**config.mk**
```make
export PLATFORM = sky130hd
export DESIGN_NAME = perf_second_monitor
export DESIGN_NICKNAME = d
export VERILOG_FILES = /design/src/perf_mon_pkg.sv /design/src/perf_second_monitor.sv
export VERILOG_INCLUDE_DIRS = /design/src
export SDC_FILE = /design/constraint.sdc
export NUM_CORES = 2
export LEC_CHECK = 0
export ABC_CLOCK_PERIOD_IN_PS = 11810
export BUFFER_PORTS_ARGS = -buffer_cell sky130_fd_sc_hd__buf_4
export CAP_MARGIN = 20
export CORE_ASPECT_RATIO = 0.9
export CORE_UTILIZATION = 35
export DETAILED_ROUTE_END_ITERATION = 12
export PLACE_DENSITY = 0.58
export SYNTH_ARGS = -nofsm -noshare
export SYNTH_HDL_FRONTEND = slang
export SYNTH_SLANG_ARGS = --single-unit
```
**constraint.sdc**
```tcl
create_clock -name pclk -period 11.81 [get_ports pclk]
set_clock_uncertainty 0.15 [all_clocks]
set_input_delay 2.362 -clock pclk [delete_from_list [all_inputs] [get_ports pclk]]
set_output_delay 2.362 -clock pclk [all_outputs]
set_load 0.1 [all_outputs]
```
**src/perf_mon_cfg.svh**
```systemverilog
// register offsets, reset values and timing constants of the per-second monitor
`ifndef PERF_MON_CFG_SVH
`define PERF_MON_CFG_SVH
`define PM_CLK_PERIOD_NS   5
`define PM_SECOND_NS       1000000000
`define PM_TICK_CYCLES     (`PM_SECOND_NS / `PM_CLK_PERIOD_NS)
`define PM_WINDOW_SECONDS  4'hA
`define PM_SES_RATIO_INV   32'h0000_03E8
`define PM_SEQ_GROUP       2'h3
`define PM_OFF_CTRL        8'h00
`define PM_OFF_STATE       8'h04
`define PM_OFF_INT_STATUS  8'h08
`define PM_OFF_INT_MASK    8'h0C
`define PM_OFF_TOTAL       8'h10
`define PM_OFF_UNAVAIL     8'h14
`define PM_OFF_AVAIL       8'h18
`define PM_OFF_ERRORED     8'h1C
`define PM_OFF_SEVERE      8'h20
`define PM_OFF_ALARM       8'h24
`define PM_OFF_ERRFREE     8'h28
`define PM_OFF_SEQ_ERR     8'h2C
`define PM_OFF_SEQ_LOSS    8'h30
`define PM_CTRL_RESET      1'h1
`define PM_INT_W           5
`define PM_INT_SECOND      0
`define PM_INT_ENTER_UA    1
`define PM_INT_LEAVE_UA    2
`define PM_INT_SEQ_ERR     3
`define PM_INT_SEQ_LOSS    4
`endif

```
**src/perf_mon_pkg.sv**
```systemverilog
// types shared by the per-second monitor
package perf_mon_pkg;
   typedef enum logic {ST_AVAIL, ST_UNAVAIL} avail_e;
   typedef struct packed {
      logic errored_second;
      logic severe_err_second;
      logic alarm_second;
      logic error_free_second;
   } sec_class_s;
   typedef logic [31:0] count_t;
endpackage : perf_mon_pkg

```
**src/perf_second_monitor.sv**
```systemverilog
// per-second performance monitor with unavailability tracking and sequence checker
//
// The placing of the registers and the APB interface to the registers were left to the implementer.
`timescale 1ns/10ps
`include "perf_mon_cfg.svh"
// Function
// - an available second with at least one pattern error counts as an errored second.
// - an available second with error ratio of 1e-3 or more, loss of frame or signal is severe.
// - an available second with link down, remote fault or loss of frame is an alarm second.
// - ten consecutive severe or alarm seconds enter unavailability from the first of them.
// - ten consecutive non-severe seconds leave unavailability, ending before that run.
// - seconds of a pending start are not unavailable until confirmed, then recounted as such.
// - seconds of a pending end stay unavailable until confirmed, then all totals are corrected.
// - available time is total time minus unavailable time.
// - total time accumulates only while power is good.
// - an available second with no error of any kind counts as error free.
// - the expected next sequence number is derived from the received one.
// - sequence numbers are evaluated in groups of four frames and mismatches flag a fault.
// - one frame arriving just after its successor is a sequence error.
// - any other mismatch is a loss of sequence synchronisation.
module perf_second_monitor
   import perf_mon_pkg::*;
#(
   parameter int unsigned TICK_CYCLES = `PM_TICK_CYCLES,
   parameter int unsigned SEQ_W       = 16
) (
   input  wire logic             pclk,
   input  wire logic             presetn,
   input  wire logic             psel,
   input  wire logic             penable,
   input  wire logic             pwrite,
   input  wire logic [7:0]       paddr,
   input  wire logic [31:0]      pwdata,
   output logic      [31:0]      prdata,
   output logic                  pready,
   output logic                  pslverr,
   output logic                  irq,
   input  wire logic             power_good,
   input  wire logic             bit_valid,
   input  wire logic             pattern_err,
   input  wire logic             loss_of_frame,
   input  wire logic             loss_of_signal,
   input  wire logic             link_down,
   input  wire logic             remote_fault,
   input  wire logic             frame_valid,
   input  wire logic [SEQ_W-1:0] frame_seq
);
   ////////////////////////////////////////////////////////////////////////////
   function automatic logic [3:0] class_vec(input sec_class_s c);
      return {c.errored_second, c.severe_err_second, c.alarm_second, c.error_free_second};
   endfunction : class_vec

   logic                      meas_clr, acc, rvalid, ctrl_reg, tick_reg, sec_restart;
   logic                      any_err_reg, lof_reg, los_reg, link_reg, rf_reg;
   logic                      bad_entry, enter_ua, leave_ua, locked_reg, swap_reg;
   logic                      grp_fault_reg, seq_err_ev, seq_loss_ev;
   logic [`PM_INT_W-1:0]      int_status_reg, int_mask_reg, int_event;
   logic [31:0]               tick_cnt_reg, err_cnt_reg, bit_cnt_reg, rdata;
   sec_class_s                sec_now;
   logic [3:0]                sec_vec, run_reg;
   logic [3:0]                pend_reg [4];
   count_t                    cnt_reg  [4];
   count_t                    total_reg, unavail_reg, avail_reg, seq_err_reg, seq_loss_reg;
   avail_e                    state_reg;
   logic [SEQ_W-1:0]          exp_reg;
   logic [1:0]                grp_reg;

   ////////////////////////////////////////////////////////////////////////////
   // apb: one wait state, write and read data take effect at the pready edge
   assign acc      = psel & penable & pready;
   assign meas_clr = acc & pwrite & (paddr == `PM_OFF_CTRL) & pwdata[1];

   always_ff @(posedge pclk or negedge presetn) begin
      if (!presetn) begin
         pready  <= 1'b0;
         prdata  <= 32'h0000_0000;
         pslverr <= 1'b0;
      end else begin
         pready  <= psel & penable & ~pready;
         prdata  <= (psel & penable & ~pready & ~pwrite) ? rdata : 32'h0000_0000;
         pslverr <= psel & penable & ~pready & ~rvalid;
      end
   end

   always_comb begin
      rvalid = 1'b1;
      case (paddr)
         `PM_OFF_CTRL:       rdata = {31'h0, ctrl_reg};
         `PM_OFF_STATE:      rdata = {25'h0, grp_fault_reg, locked_reg, run_reg,
                                      (state_reg == ST_UNAVAIL)};
         `PM_OFF_INT_STATUS: rdata = {27'h0, int_status_reg};
         `PM_OFF_INT_MASK:   rdata = {27'h0, int_mask_reg};
         `PM_OFF_TOTAL:      rdata = total_reg;
         `PM_OFF_UNAVAIL:    rdata = unavail_reg;
         `PM_OFF_AVAIL:      rdata = avail_reg;
         `PM_OFF_ERRORED:    rdata = cnt_reg[3];
         `PM_OFF_SEVERE:     rdata = cnt_reg[2];
         `PM_OFF_ALARM:      rdata = cnt_reg[1];
         `PM_OFF_ERRFREE:    rdata = cnt_reg[0];
         `PM_OFF_SEQ_ERR:    rdata = seq_err_reg;
         `PM_OFF_SEQ_LOSS:   rdata = seq_loss_reg;
         default: begin
            rdata  = 32'h0000_0000;
            rvalid = 1'b0;
         end
      endcase
   end

   always_ff @(posedge pclk or negedge presetn) begin
      if (!presetn) begin
         ctrl_reg     <= `PM_CTRL_RESET;
         int_mask_reg <= '0;
      end else if (acc & pwrite & (paddr == `PM_OFF_CTRL)) begin
         ctrl_reg <= pwdata[0];
      end else if (acc & pwrite & (paddr == `PM_OFF_INT_MASK)) begin
         int_mask_reg <= pwdata[`PM_INT_W-1:0];
      end
   end

   ////////////////////////////////////////////////////////////////////////////
   // sticky events; a set in the clearing cycle wins
   assign int_event = {seq_loss_ev, seq_err_ev, leave_ua, enter_ua, tick_reg};

   always_ff @(posedge pclk or negedge presetn) begin
      if (!presetn) begin
         int_status_reg <= '0;
         irq            <= 1'b0;
      end else begin
         if (acc & pwrite & (paddr == `PM_OFF_INT_STATUS))
            int_status_reg <= (int_status_reg & ~pwdata[`PM_INT_W-1:0]) | int_event;
         else
            int_status_reg <= int_status_reg | int_event;
         irq <= |(int_status_reg & int_mask_reg);
      end
   end

   ////////////////////////////////////////////////////////////////////////////
   // second tick and per-second accumulation
   always_ff @(posedge pclk or negedge presetn) begin
      if (!presetn) begin
         tick_cnt_reg <= 32'h0000_0000;
         tick_reg     <= 1'b0;
      end else if (meas_clr || tick_cnt_reg == TICK_CYCLES - 1) begin
         tick_cnt_reg <= 32'h0000_0000;
         tick_reg     <= ~meas_clr & ctrl_reg & power_good;
      end else begin
         tick_cnt_reg <= tick_cnt_reg + 32'h0000_0001;
         tick_reg     <= 1'b0;
      end
   end

   // indications of the finishing second are latched as the tick fires
   assign sec_restart = tick_reg | meas_clr;

   always_ff @(posedge pclk or negedge presetn) begin
      if (!presetn) begin
         err_cnt_reg <= 32'h0000_0000;
         bit_cnt_reg <= 32'h0000_0000;
         any_err_reg <= 1'b0;
         lof_reg     <= 1'b0;
         los_reg     <= 1'b0;
         link_reg    <= 1'b0;
         rf_reg      <= 1'b0;
      end else begin
         err_cnt_reg <= (sec_restart ? 32'h0000_0000 : err_cnt_reg) + {31'h0, pattern_err};
         bit_cnt_reg <= (sec_restart ? 32'h0000_0000 : bit_cnt_reg) + {31'h0, bit_valid};
         any_err_reg <= (any_err_reg & ~sec_restart) | pattern_err;
         lof_reg     <= (lof_reg & ~sec_restart) | loss_of_frame;
         los_reg     <= (los_reg & ~sec_restart) | loss_of_signal;
         link_reg    <= (link_reg & ~sec_restart) | link_down;
         rf_reg      <= (rf_reg & ~sec_restart) | remote_fault;
      end
   end

   always_comb begin
      sec_now.errored_second    = any_err_reg;
      sec_now.severe_err_second = lof_reg | los_reg | (bit_cnt_reg != 32'h0 &&
         ({32'h0, err_cnt_reg} * {32'h0, `PM_SES_RATIO_INV}) >= {32'h0, bit_cnt_reg});
      sec_now.alarm_second      = link_reg | rf_reg | lof_reg;
      sec_now.error_free_second = ~(any_err_reg | lof_reg | los_reg | link_reg | rf_reg);
   end
   assign sec_vec   = class_vec(sec_now);
   assign bad_entry = sec_now.severe_err_second | sec_now.alarm_second;
   assign enter_ua  = tick_reg & (state_reg == ST_AVAIL) & bad_entry &
                      (run_reg == `PM_WINDOW_SECONDS - 4'h1);
   assign leave_ua  = tick_reg & (state_reg == ST_UNAVAIL) & ~sec_now.severe_err_second &
                      (run_reg == `PM_WINDOW_SECONDS - 4'h1);

   ////////////////////////////////////////////////////////////////////////////
   // availability state and window run
   always_ff @(posedge pclk or negedge presetn) begin
      if (!presetn) begin
         state_reg <= ST_AVAIL;
         run_reg   <= 4'h0;
      end else if (meas_clr) begin
         state_reg <= ST_AVAIL;
         run_reg   <= 4'h0;
      end else if (tick_reg) begin
         case (state_reg)
            ST_AVAIL: begin
               run_reg <= (bad_entry & ~enter_ua) ? run_reg + 4'h1 : 4'h0;
               if (enter_ua) state_reg <= ST_UNAVAIL;
            end
            ST_UNAVAIL: begin
               run_reg <= (sec_now.severe_err_second | leave_ua) ? 4'h0 : run_reg + 4'h1;
               if (leave_ua) state_reg <= ST_AVAIL;
            end
            default: begin
               state_reg <= ST_AVAIL;
               run_reg   <= 4'h0;
            end
         endcase
      end
   end

   // provisional counts of the open window, used to correct totals at the verdict
   always_ff @(posedge pclk or negedge presetn) begin
      if (!presetn) begin
         for (int i = 0; i < 4; i++) begin
            pend_reg[i] <= 4'h0;
            cnt_reg[i]  <= 32'h0000_0000;
         end
      end else if (meas_clr) begin
         for (int i = 0; i < 4; i++) begin
            pend_reg[i] <= 4'h0;
            cnt_reg[i]  <= 32'h0000_0000;
         end
      end else if (tick_reg) begin
         for (int i = 0; i < 4; i++) begin
            if (state_reg == ST_AVAIL) begin
               if (enter_ua) begin
                  // window seconds leave the available counts
                  cnt_reg[i]  <= cnt_reg[i] - {28'h0, pend_reg[i]};
                  pend_reg[i] <= 4'h0;
               end else begin
                  cnt_reg[i]  <= cnt_reg[i] + {31'h0, sec_vec[i]};
                  pend_reg[i] <= bad_entry ? pend_reg[i] + {3'h0, sec_vec[i]} : 4'h0;
               end
            end else if (leave_ua) begin
               cnt_reg[i]  <= cnt_reg[i] + {28'h0, pend_reg[i]} + {31'h0, sec_vec[i]};
               pend_reg[i] <= 4'h0;
            end else begin
               pend_reg[i] <= sec_now.severe_err_second ? 4'h0
                                                        : pend_reg[i] + {3'h0, sec_vec[i]};
            end
         end
      end
   end

   always_ff @(posedge pclk or negedge presetn) begin
      if (!presetn) begin
         total_reg   <= 32'h0000_0000;
         unavail_reg <= 32'h0000_0000;
         avail_reg   <= 32'h0000_0000;
      end else if (meas_clr) begin
         total_reg   <= 32'h0000_0000;
         unavail_reg <= 32'h0000_0000;
         avail_reg   <= 32'h0000_0000;
      end else begin
         avail_reg <= total_reg - unavail_reg;
         if (tick_reg) begin
            total_reg <= total_reg + 32'h0000_0001;
            if (enter_ua)
               unavail_reg <= unavail_reg + {28'h0, `PM_WINDOW_SECONDS};
            else if (leave_ua)
               unavail_reg <= unavail_reg + 32'h0000_0001
                              - {28'h0, `PM_WINDOW_SECONDS};
            else if (state_reg == ST_UNAVAIL)
               unavail_reg <= unavail_reg + 32'h0000_0001;
         end
      end
   end

   ////////////////////////////////////////////////////////////////////////////
   // sequence checker; a swapped pair waits one frame for its late partner
   always_ff @(posedge pclk or negedge presetn) begin
      if (!presetn) begin
         exp_reg       <= '0;
         locked_reg    <= 1'b0;
         swap_reg      <= 1'b0;
         grp_reg       <= 2'h0;
         grp_fault_reg <= 1'b0;
         seq_err_ev    <= 1'b0;
         seq_loss_ev   <= 1'b0;
         seq_err_reg   <= 32'h0000_0000;
         seq_loss_reg  <= 32'h0000_0000;
      end else begin
         seq_err_ev   <= 1'b0;
         seq_loss_ev  <= 1'b0;
         seq_err_reg  <= seq_err_reg + {31'h0, seq_err_ev};
         seq_loss_reg <= seq_loss_reg + {31'h0, seq_loss_ev};
         if (meas_clr) begin
            locked_reg    <= 1'b0;
            swap_reg      <= 1'b0;
            grp_reg       <= 2'h0;
            grp_fault_reg <= 1'b0;
            seq_err_reg   <= 32'h0000_0000;
            seq_loss_reg  <= 32'h0000_0000;
         end else if (frame_valid) begin
            grp_reg <= grp_reg + 2'h1;
            if (grp_reg == `PM_SEQ_GROUP)
               grp_fault_reg <= 1'b0;
            if (!locked_reg) begin
               locked_reg <= 1'b1;
               exp_reg    <= frame_seq + 1'b1;
            end else if (swap_reg) begin
               swap_reg <= 1'b0;
               if (frame_seq == exp_reg) begin
                  seq_err_ev <= 1'b1;
                  exp_reg    <= exp_reg + 2'd2;
               end else begin
                  seq_loss_ev   <= 1'b1;
                  grp_fault_reg <= 1'b1;
                  exp_reg       <= frame_seq + 1'b1;
               end
            end else if (frame_seq != exp_reg) begin
               grp_fault_reg <= 1'b1;
               if (frame_seq == exp_reg + 1'b1) begin
                  swap_reg <= 1'b1;
               end else begin
                  seq_loss_ev <= 1'b1;
                  exp_reg     <= frame_seq + 1'b1;
               end
            end else begin
               exp_reg <= frame_seq + 1'b1;
            end
         end
      end
   end

endmodule : perf_second_monitor

```
## After elaboration in Yosys (flattened, before gate mapping)

Cells that the tools add are included.

| word-level totals | value |
|---|---|
| register bits after elaboration | 480 |
| bits in latches | 0 |
| RAM bits | 0 |
| ROM bits | 0 |
| output and inout port bits | 35 |
| logic and storage cells | 263 |
| memories | 0 |

| cells by class | value |
|---|---|
| add/sub/neg operators | 35 |
| multipliers | 1 |
| divide/modulo/power cells | 0 |
| order comparisons | 1 |
| eq/ne operators | 20 |
| shift operators | 0 |
| multiplexer cells | 98 |
| bitwise operators | 55 |
| reduce and logical (&&, ||, !) cells | 15 |

Operator list:

| kind | number |
|---|---|
| $mux W32 | 26 |
| $pmux W32 S13 | 1 |
| $add A32 B1 Y32 | 12 |
| $mux W128 | 2 |
| $add A32 B4 Y32 | 4 |
| $sub A32 B4 Y32 | 4 |
| $mux W16 | 7 |
| $add A32 B1 Y32 const B | 3 |
| $mux W4 | 24 |
| $ge A42 B32 Y1 | 1 |
| $eq A8 B6 Y1 const B | 5 |
| $mul A32 B7 Y39 const B | 1 |
| $mux W1 | 33 |
| $add A16 B1 Y16 const B | 2 |
| $add A32 B4 Y32 const B | 1 |
| $eq A16 B16 Y1 | 2 |
| $eq A32 B28 Y1 const B | 1 |
| $eq A8 B5 Y1 const B | 4 |
| $reduce_bool A32 Y1 | 1 |
| $sub A32 B32 Y32 | 1 |
| $sub A32 B4 Y32 const B | 1 |
| $and A1 B1 Y1 | 24 |
| $add A16 B2 Y16 const B | 1 |
| $add A4 B1 Y4 | 4 |
| 27 further kinds | 60 |

## Depth between registers and ports, before layout

| logic depth | value |
|---|---|
| depth in word-level cells | 13 |
| gate-level depth with buffers | 48 |
| mapped depth without buffers | 47 |

## Worst setup path after synthesis

No wires, ideal clock.

| timing path | value |
|---|---|
| kind | reg2reg |
| start point | reg err_cnt_reg[4] |
| end point | reg cnt_reg[94] in the netlist's numbering |
| library setup time | 130 ps |
| data arrival time | 10,424 ps |
| data required time | 11,530 ps |
| setup slack | 1,106 ps |
| cell stages (with the launch flop) | 45 |
| period minus slack after synthesis | 10,704 ps |
| cell sequence | dfrtp_1 -> inv_1 -> fa_1 -> inv_1 -> ha_1 -> xnor2_1 -> fa_1 -> fa_1 -> inv_1 -> ha_1 -> and3_1 -> and2_1 -> a311oi_2 -> o311a_1 -> o21a_1 -> o21ai_0 -> xnor2_1 -> ha_1 -> [9 not listed] -> buf_2 -> clkbuf_1 -> o21ai_0 -> fa_1 -> a21o_1 -> a21o_1 -> a2111oi_0 -> o21bai_1 -> a311oi_1 -> a31oi_1 -> a21o_1 -> a221o_1 -> a41oi_1 -> o2bb2ai_1 -> o21bai_1 -> a21oi_1 -> xor2_1 -> o21ai_0 |

| between the ends | value |
|---|---|
| word-level cells in the longest chain between the ends | 11 |

RTL lines:

| item | line | source |
|---|---|---|
| start: declaration | perf_second_monitor.sv:58 | `logic [31:0] tick_cnt_reg, err_cnt_reg, bit_cnt_reg, rdata;` |
| start signal: assignment | perf_second_monitor.sv:165 | `err_cnt_reg <= (sec_restart ? 32'h0000_0000 : err_cnt_reg) + {31'h0, pattern_err};` |
| $mul A32 B7 Y39 * | perf_second_monitor.sv:178 | `` ({32'h0, err_cnt_reg} * {32'h0, `PM_SES_RATIO_INV}) >= {32'h0, bit_cnt_reg}); `` |
| $ge A42 B32 Y1 * | perf_second_monitor.sv:178 |  |
| $logic_and A1 B1 Y1 * | perf_second_monitor.sv:177 | `sec_now.severe_err_second = lof_reg \| los_reg \| (bit_cnt_reg != 32'h0 &&` |
| $or A1 B1 Y1 * | perf_second_monitor.sv:177 |  |
| $or A1 B1 Y1 | perf_second_monitor.sv:183 | `assign bad_entry = sec_now.severe_err_second \| sec_now.alarm_second;` |
| $and A1 B1 Y1 (2 in a row) | perf_second_monitor.sv:184 | `assign enter_ua = tick_reg & (state_reg == ST_AVAIL) & bad_entry &` |
| $mux W32 | perf_second_monitor.sv:231 | `if (enter_ua) begin` |
| $mux W32 | perf_second_monitor.sv:230 | `if (state_reg == ST_AVAIL) begin` |
| $mux W128 | perf_second_monitor.sv:228 | `end else if (tick_reg) begin` |
| $mux W128 | perf_second_monitor.sv:223 | `end else if (meas_clr) begin` |
| end signal: indexed assignment | perf_second_monitor.sv:233 | `cnt_reg[i] <= cnt_reg[i] - {28'h0, pend_reg[i]};` |
| end signal: indexed assignment | perf_second_monitor.sv:236 | `cnt_reg[i] <= cnt_reg[i] + {31'h0, sec_vec[i]};` |
| end signal: indexed assignment | perf_second_monitor.sv:240 | `cnt_reg[i] <= cnt_reg[i] + {28'h0, pend_reg[i]} + {31'h0, sec_vec[i]};` |
| end: declaration | perf_second_monitor.sv:62 | `count_t cnt_reg [4];` |

Mark *: on every way between the ends. The rest lies on a longest branch, timed or not. The select of a mux whose other input is x is not followed.
A chain may end at the register's enable or synchronous reset.

## Worst setup path in the final report

| timing path | value |
|---|---|
| start point | reg err_cnt_reg[6] |
| end point | reg cnt_reg[94] in the netlist's numbering |

The elaborated chain is that of the path after synthesis.

==> results.cfg <==
[sta]
drv_slew = 0
tns_ps = 0
final.setup.worst_slack_ps = 556
slew_headroom = 0.147
finalCriticalPeriod_ps = 11250
worst_slew_pin_slew_ps = 1270
setup_viol = 0
min_period_over_period = 0.953
fmax_ghz = 0.0889
finalHoldViolCount = 0

[floorplanning]
ios = 104
die_area_um2 = 120000
die_h_um = 329
fp.dieW_um = 365
row_count = 119
start_util = 0.354
core_area_um2 = 117000

[placed_design]
portBuffers = 76
dp.cells = 6413
hpwl_mm = 94.5
gp_congestion = 0.927
place_ws_ps = 9.43

[final_layout]
syn2layout_area_growth_pct = 11.7
diodes = 0
instances_no_fill = 6536
multiInputGateArea_um2 = 27800
final_common_cell = nand2_1
largest_reg_flops = 128
fillers = 11842
nets = 5457
drive_gt1_frac = 0.0770
final_cell_mix = 487 x nand2_1, 475 x dfrtp_1, 423 x nor2_1
register_area_um2 = 12000

[drt]
via_count = 36075
drc_errors = 0
via_per_inst = 5.52
wl_per_cell_um = 19.5
drt_pass1_iterations = 6
drt-initial-drc-count = 3116
ant_nets = 0
wirelength_mm = 128

[setup_path]
slowest_delay_ps = 660
end_kind = flip-flop
path_class = flip-flop to flip-flop
arrival_ps = 11640
slowest_stage = or4b_2
cp.required_ps = 12190
cp-start-kind = flip-flop
crit_fanout = 6

[synth]
yosys.area_share.simple = 0.192
post_synth_mux_area_share = 0.00524
synthCells = 4900
synth-edff-count = 0
synthesis.nets = 5442
yosysWarnings = 0
synth_top_family_by_area = simple AND/OR/NAND/NOR gates
synthAdderAreaFrac = 0.165
synth-seq-cells = 480
netlist_area_um2 = 41600
synth-xor-area-share = 0.111
synth-compound-area-share = 0.190
async_reset_ff_frac = 1.00
synth-seq-area-share = 0.289
synthDistinctLibCells = 102
ys.flop_type = dfrtp_1
postSynthAreaPerCell_um2 = 8.48

[hold_path]
min_path_type = flip-flop to flip-flop

[global_routing]
antenna_found_initial = 3
grt_pass1_wl_mm = 199
grt_overflow = 0
grtUsageTotal = 0.210
grt_max_degree = 151
grt_pass1_vias = 34113

[clocking]
cts.sinks = 480
cts-root-buf = clkbuf_16
cts.path.max_buffers = 3
numCtsBuffers = 60
clk_pin_slew_ps = 60
cts_hold_buffers = 0
clkLatencyLatePin_ps = 700
cts_tree = done
htree_levels = 2

[pwr]
leakagePower_nw = 20.1
total_power_w = 0.00754
power_density_nw_per_um2 = 162
vdd_ir_drop_max_v = 0.000458

[run]
drv_cap = 0

[status]
status = finished, final reports clean
-- report_power, final --
group          leakage [nW]  internal [W]  switching [W]  total (W)
Clock                  1.08       0.00127       0.000820    0.00209
Sequential             5.88       0.00174       0.000118    0.00186
Combinational          13.1       0.00155        0.00204    0.00359
-- stage by stage --
stage	hold WS (ps)	instance area, um2	utilization
after floorplan	284	41600	-
after global placement	306	43900	0.374
after detailed placement	311	43900	0.374
after CTS	324	46200	0.393
after global routing	339	46400	0.396
final	325	46400	0.396
-- cell families (layout without fill, tap and decap cells) --
logic type / count (synthesis) / count (layout)
simple gates: 1674 / 1674
compound gates: 1225 / 1225
xor+xnor: 527 / 527
buf+inv: 500 / 563
flops: 480 / 480
fa+ha+maj: 473 / 473
mux: 21 / 21
-- cell type report --
cell class | instances | area share
clock buffers | 80 | 0.0374
clock inverters | 30 | 0.0108
inverters | 294 | 0.0241
multi-input cells | 3920 | 0.599
flip-flops and latches | 480 | 0.259
well taps | 1573 | 0.0424
repair buffers | 159 | 0.0273
-- metal layers --
layer	share of wire	GRT usage	routed length [um]	up-vias
met5	0	0	0	-
met1	0.48	0.308	61700	17565
li1	-	-	-	17416
met2	0.44	0.318	55600	915
met4	0.031	0.0666	3980	0
met3	0.050	0.0270	6430	179
-- timing repair --
action	4_1_cts	5_1_grt
pin swaps	0	5
setup endpoints to repair	2	14
gates resized for setup	1	44
setup buffers	0	11
-- critical path, delay by kind of cell (launching register included) --
kind,cells,cell delay (ps)
flops,1,400
fa+ha+maj,8,3080
compound gates,20,4060
buf+inv,7,830
xor+xnor,3,410
simple gates,8,2200
-- path summary, 6_finish.rpt --
check,start,endpoint,slack [ps],cells after the start
max reg2reg,err_cnt_reg[6],cnt_reg[94],560,46
min reg2reg,seq_loss_ev,int_status_reg[4],320,1
max,err_cnt_reg[6],cnt_reg[94],560,46
min,seq_loss_ev,int_status_reg[4],320,1
min in group asynchronous,presetn,err_cnt_reg[7],1540,1
max in group asynchronous,presetn,avail_reg[2],7800,3
-- synthesized netlist by cell type (30+ instances only) --
library cell  instances  area, um2
a31oi_1              73        457
nand4_1              99        619
a22oi_1              37        278
buf_2                30        150
ha_1                345       4320
clkbuf_1            152        571
a221oi_1             47        412
nor2b_1              43        269
or3_1                38        238
xnor2_1             305       2670
a21o_1               99        743
nor3_1               96        480
inv_1               290       1090
nand2_1             488       1830
a21oi_1             312       1560
o21ai_1              62        310
a22o_1               65        569
and3_1              105        657
dfrtp_1             479      12000
fa_1                128       2560
nor2_1              433       1630
nand3_1             195        976
xor2_1              222       1940
o21ai_0             280       1400
nand2b_1             38        238
(Power assumes the default switching activity.)
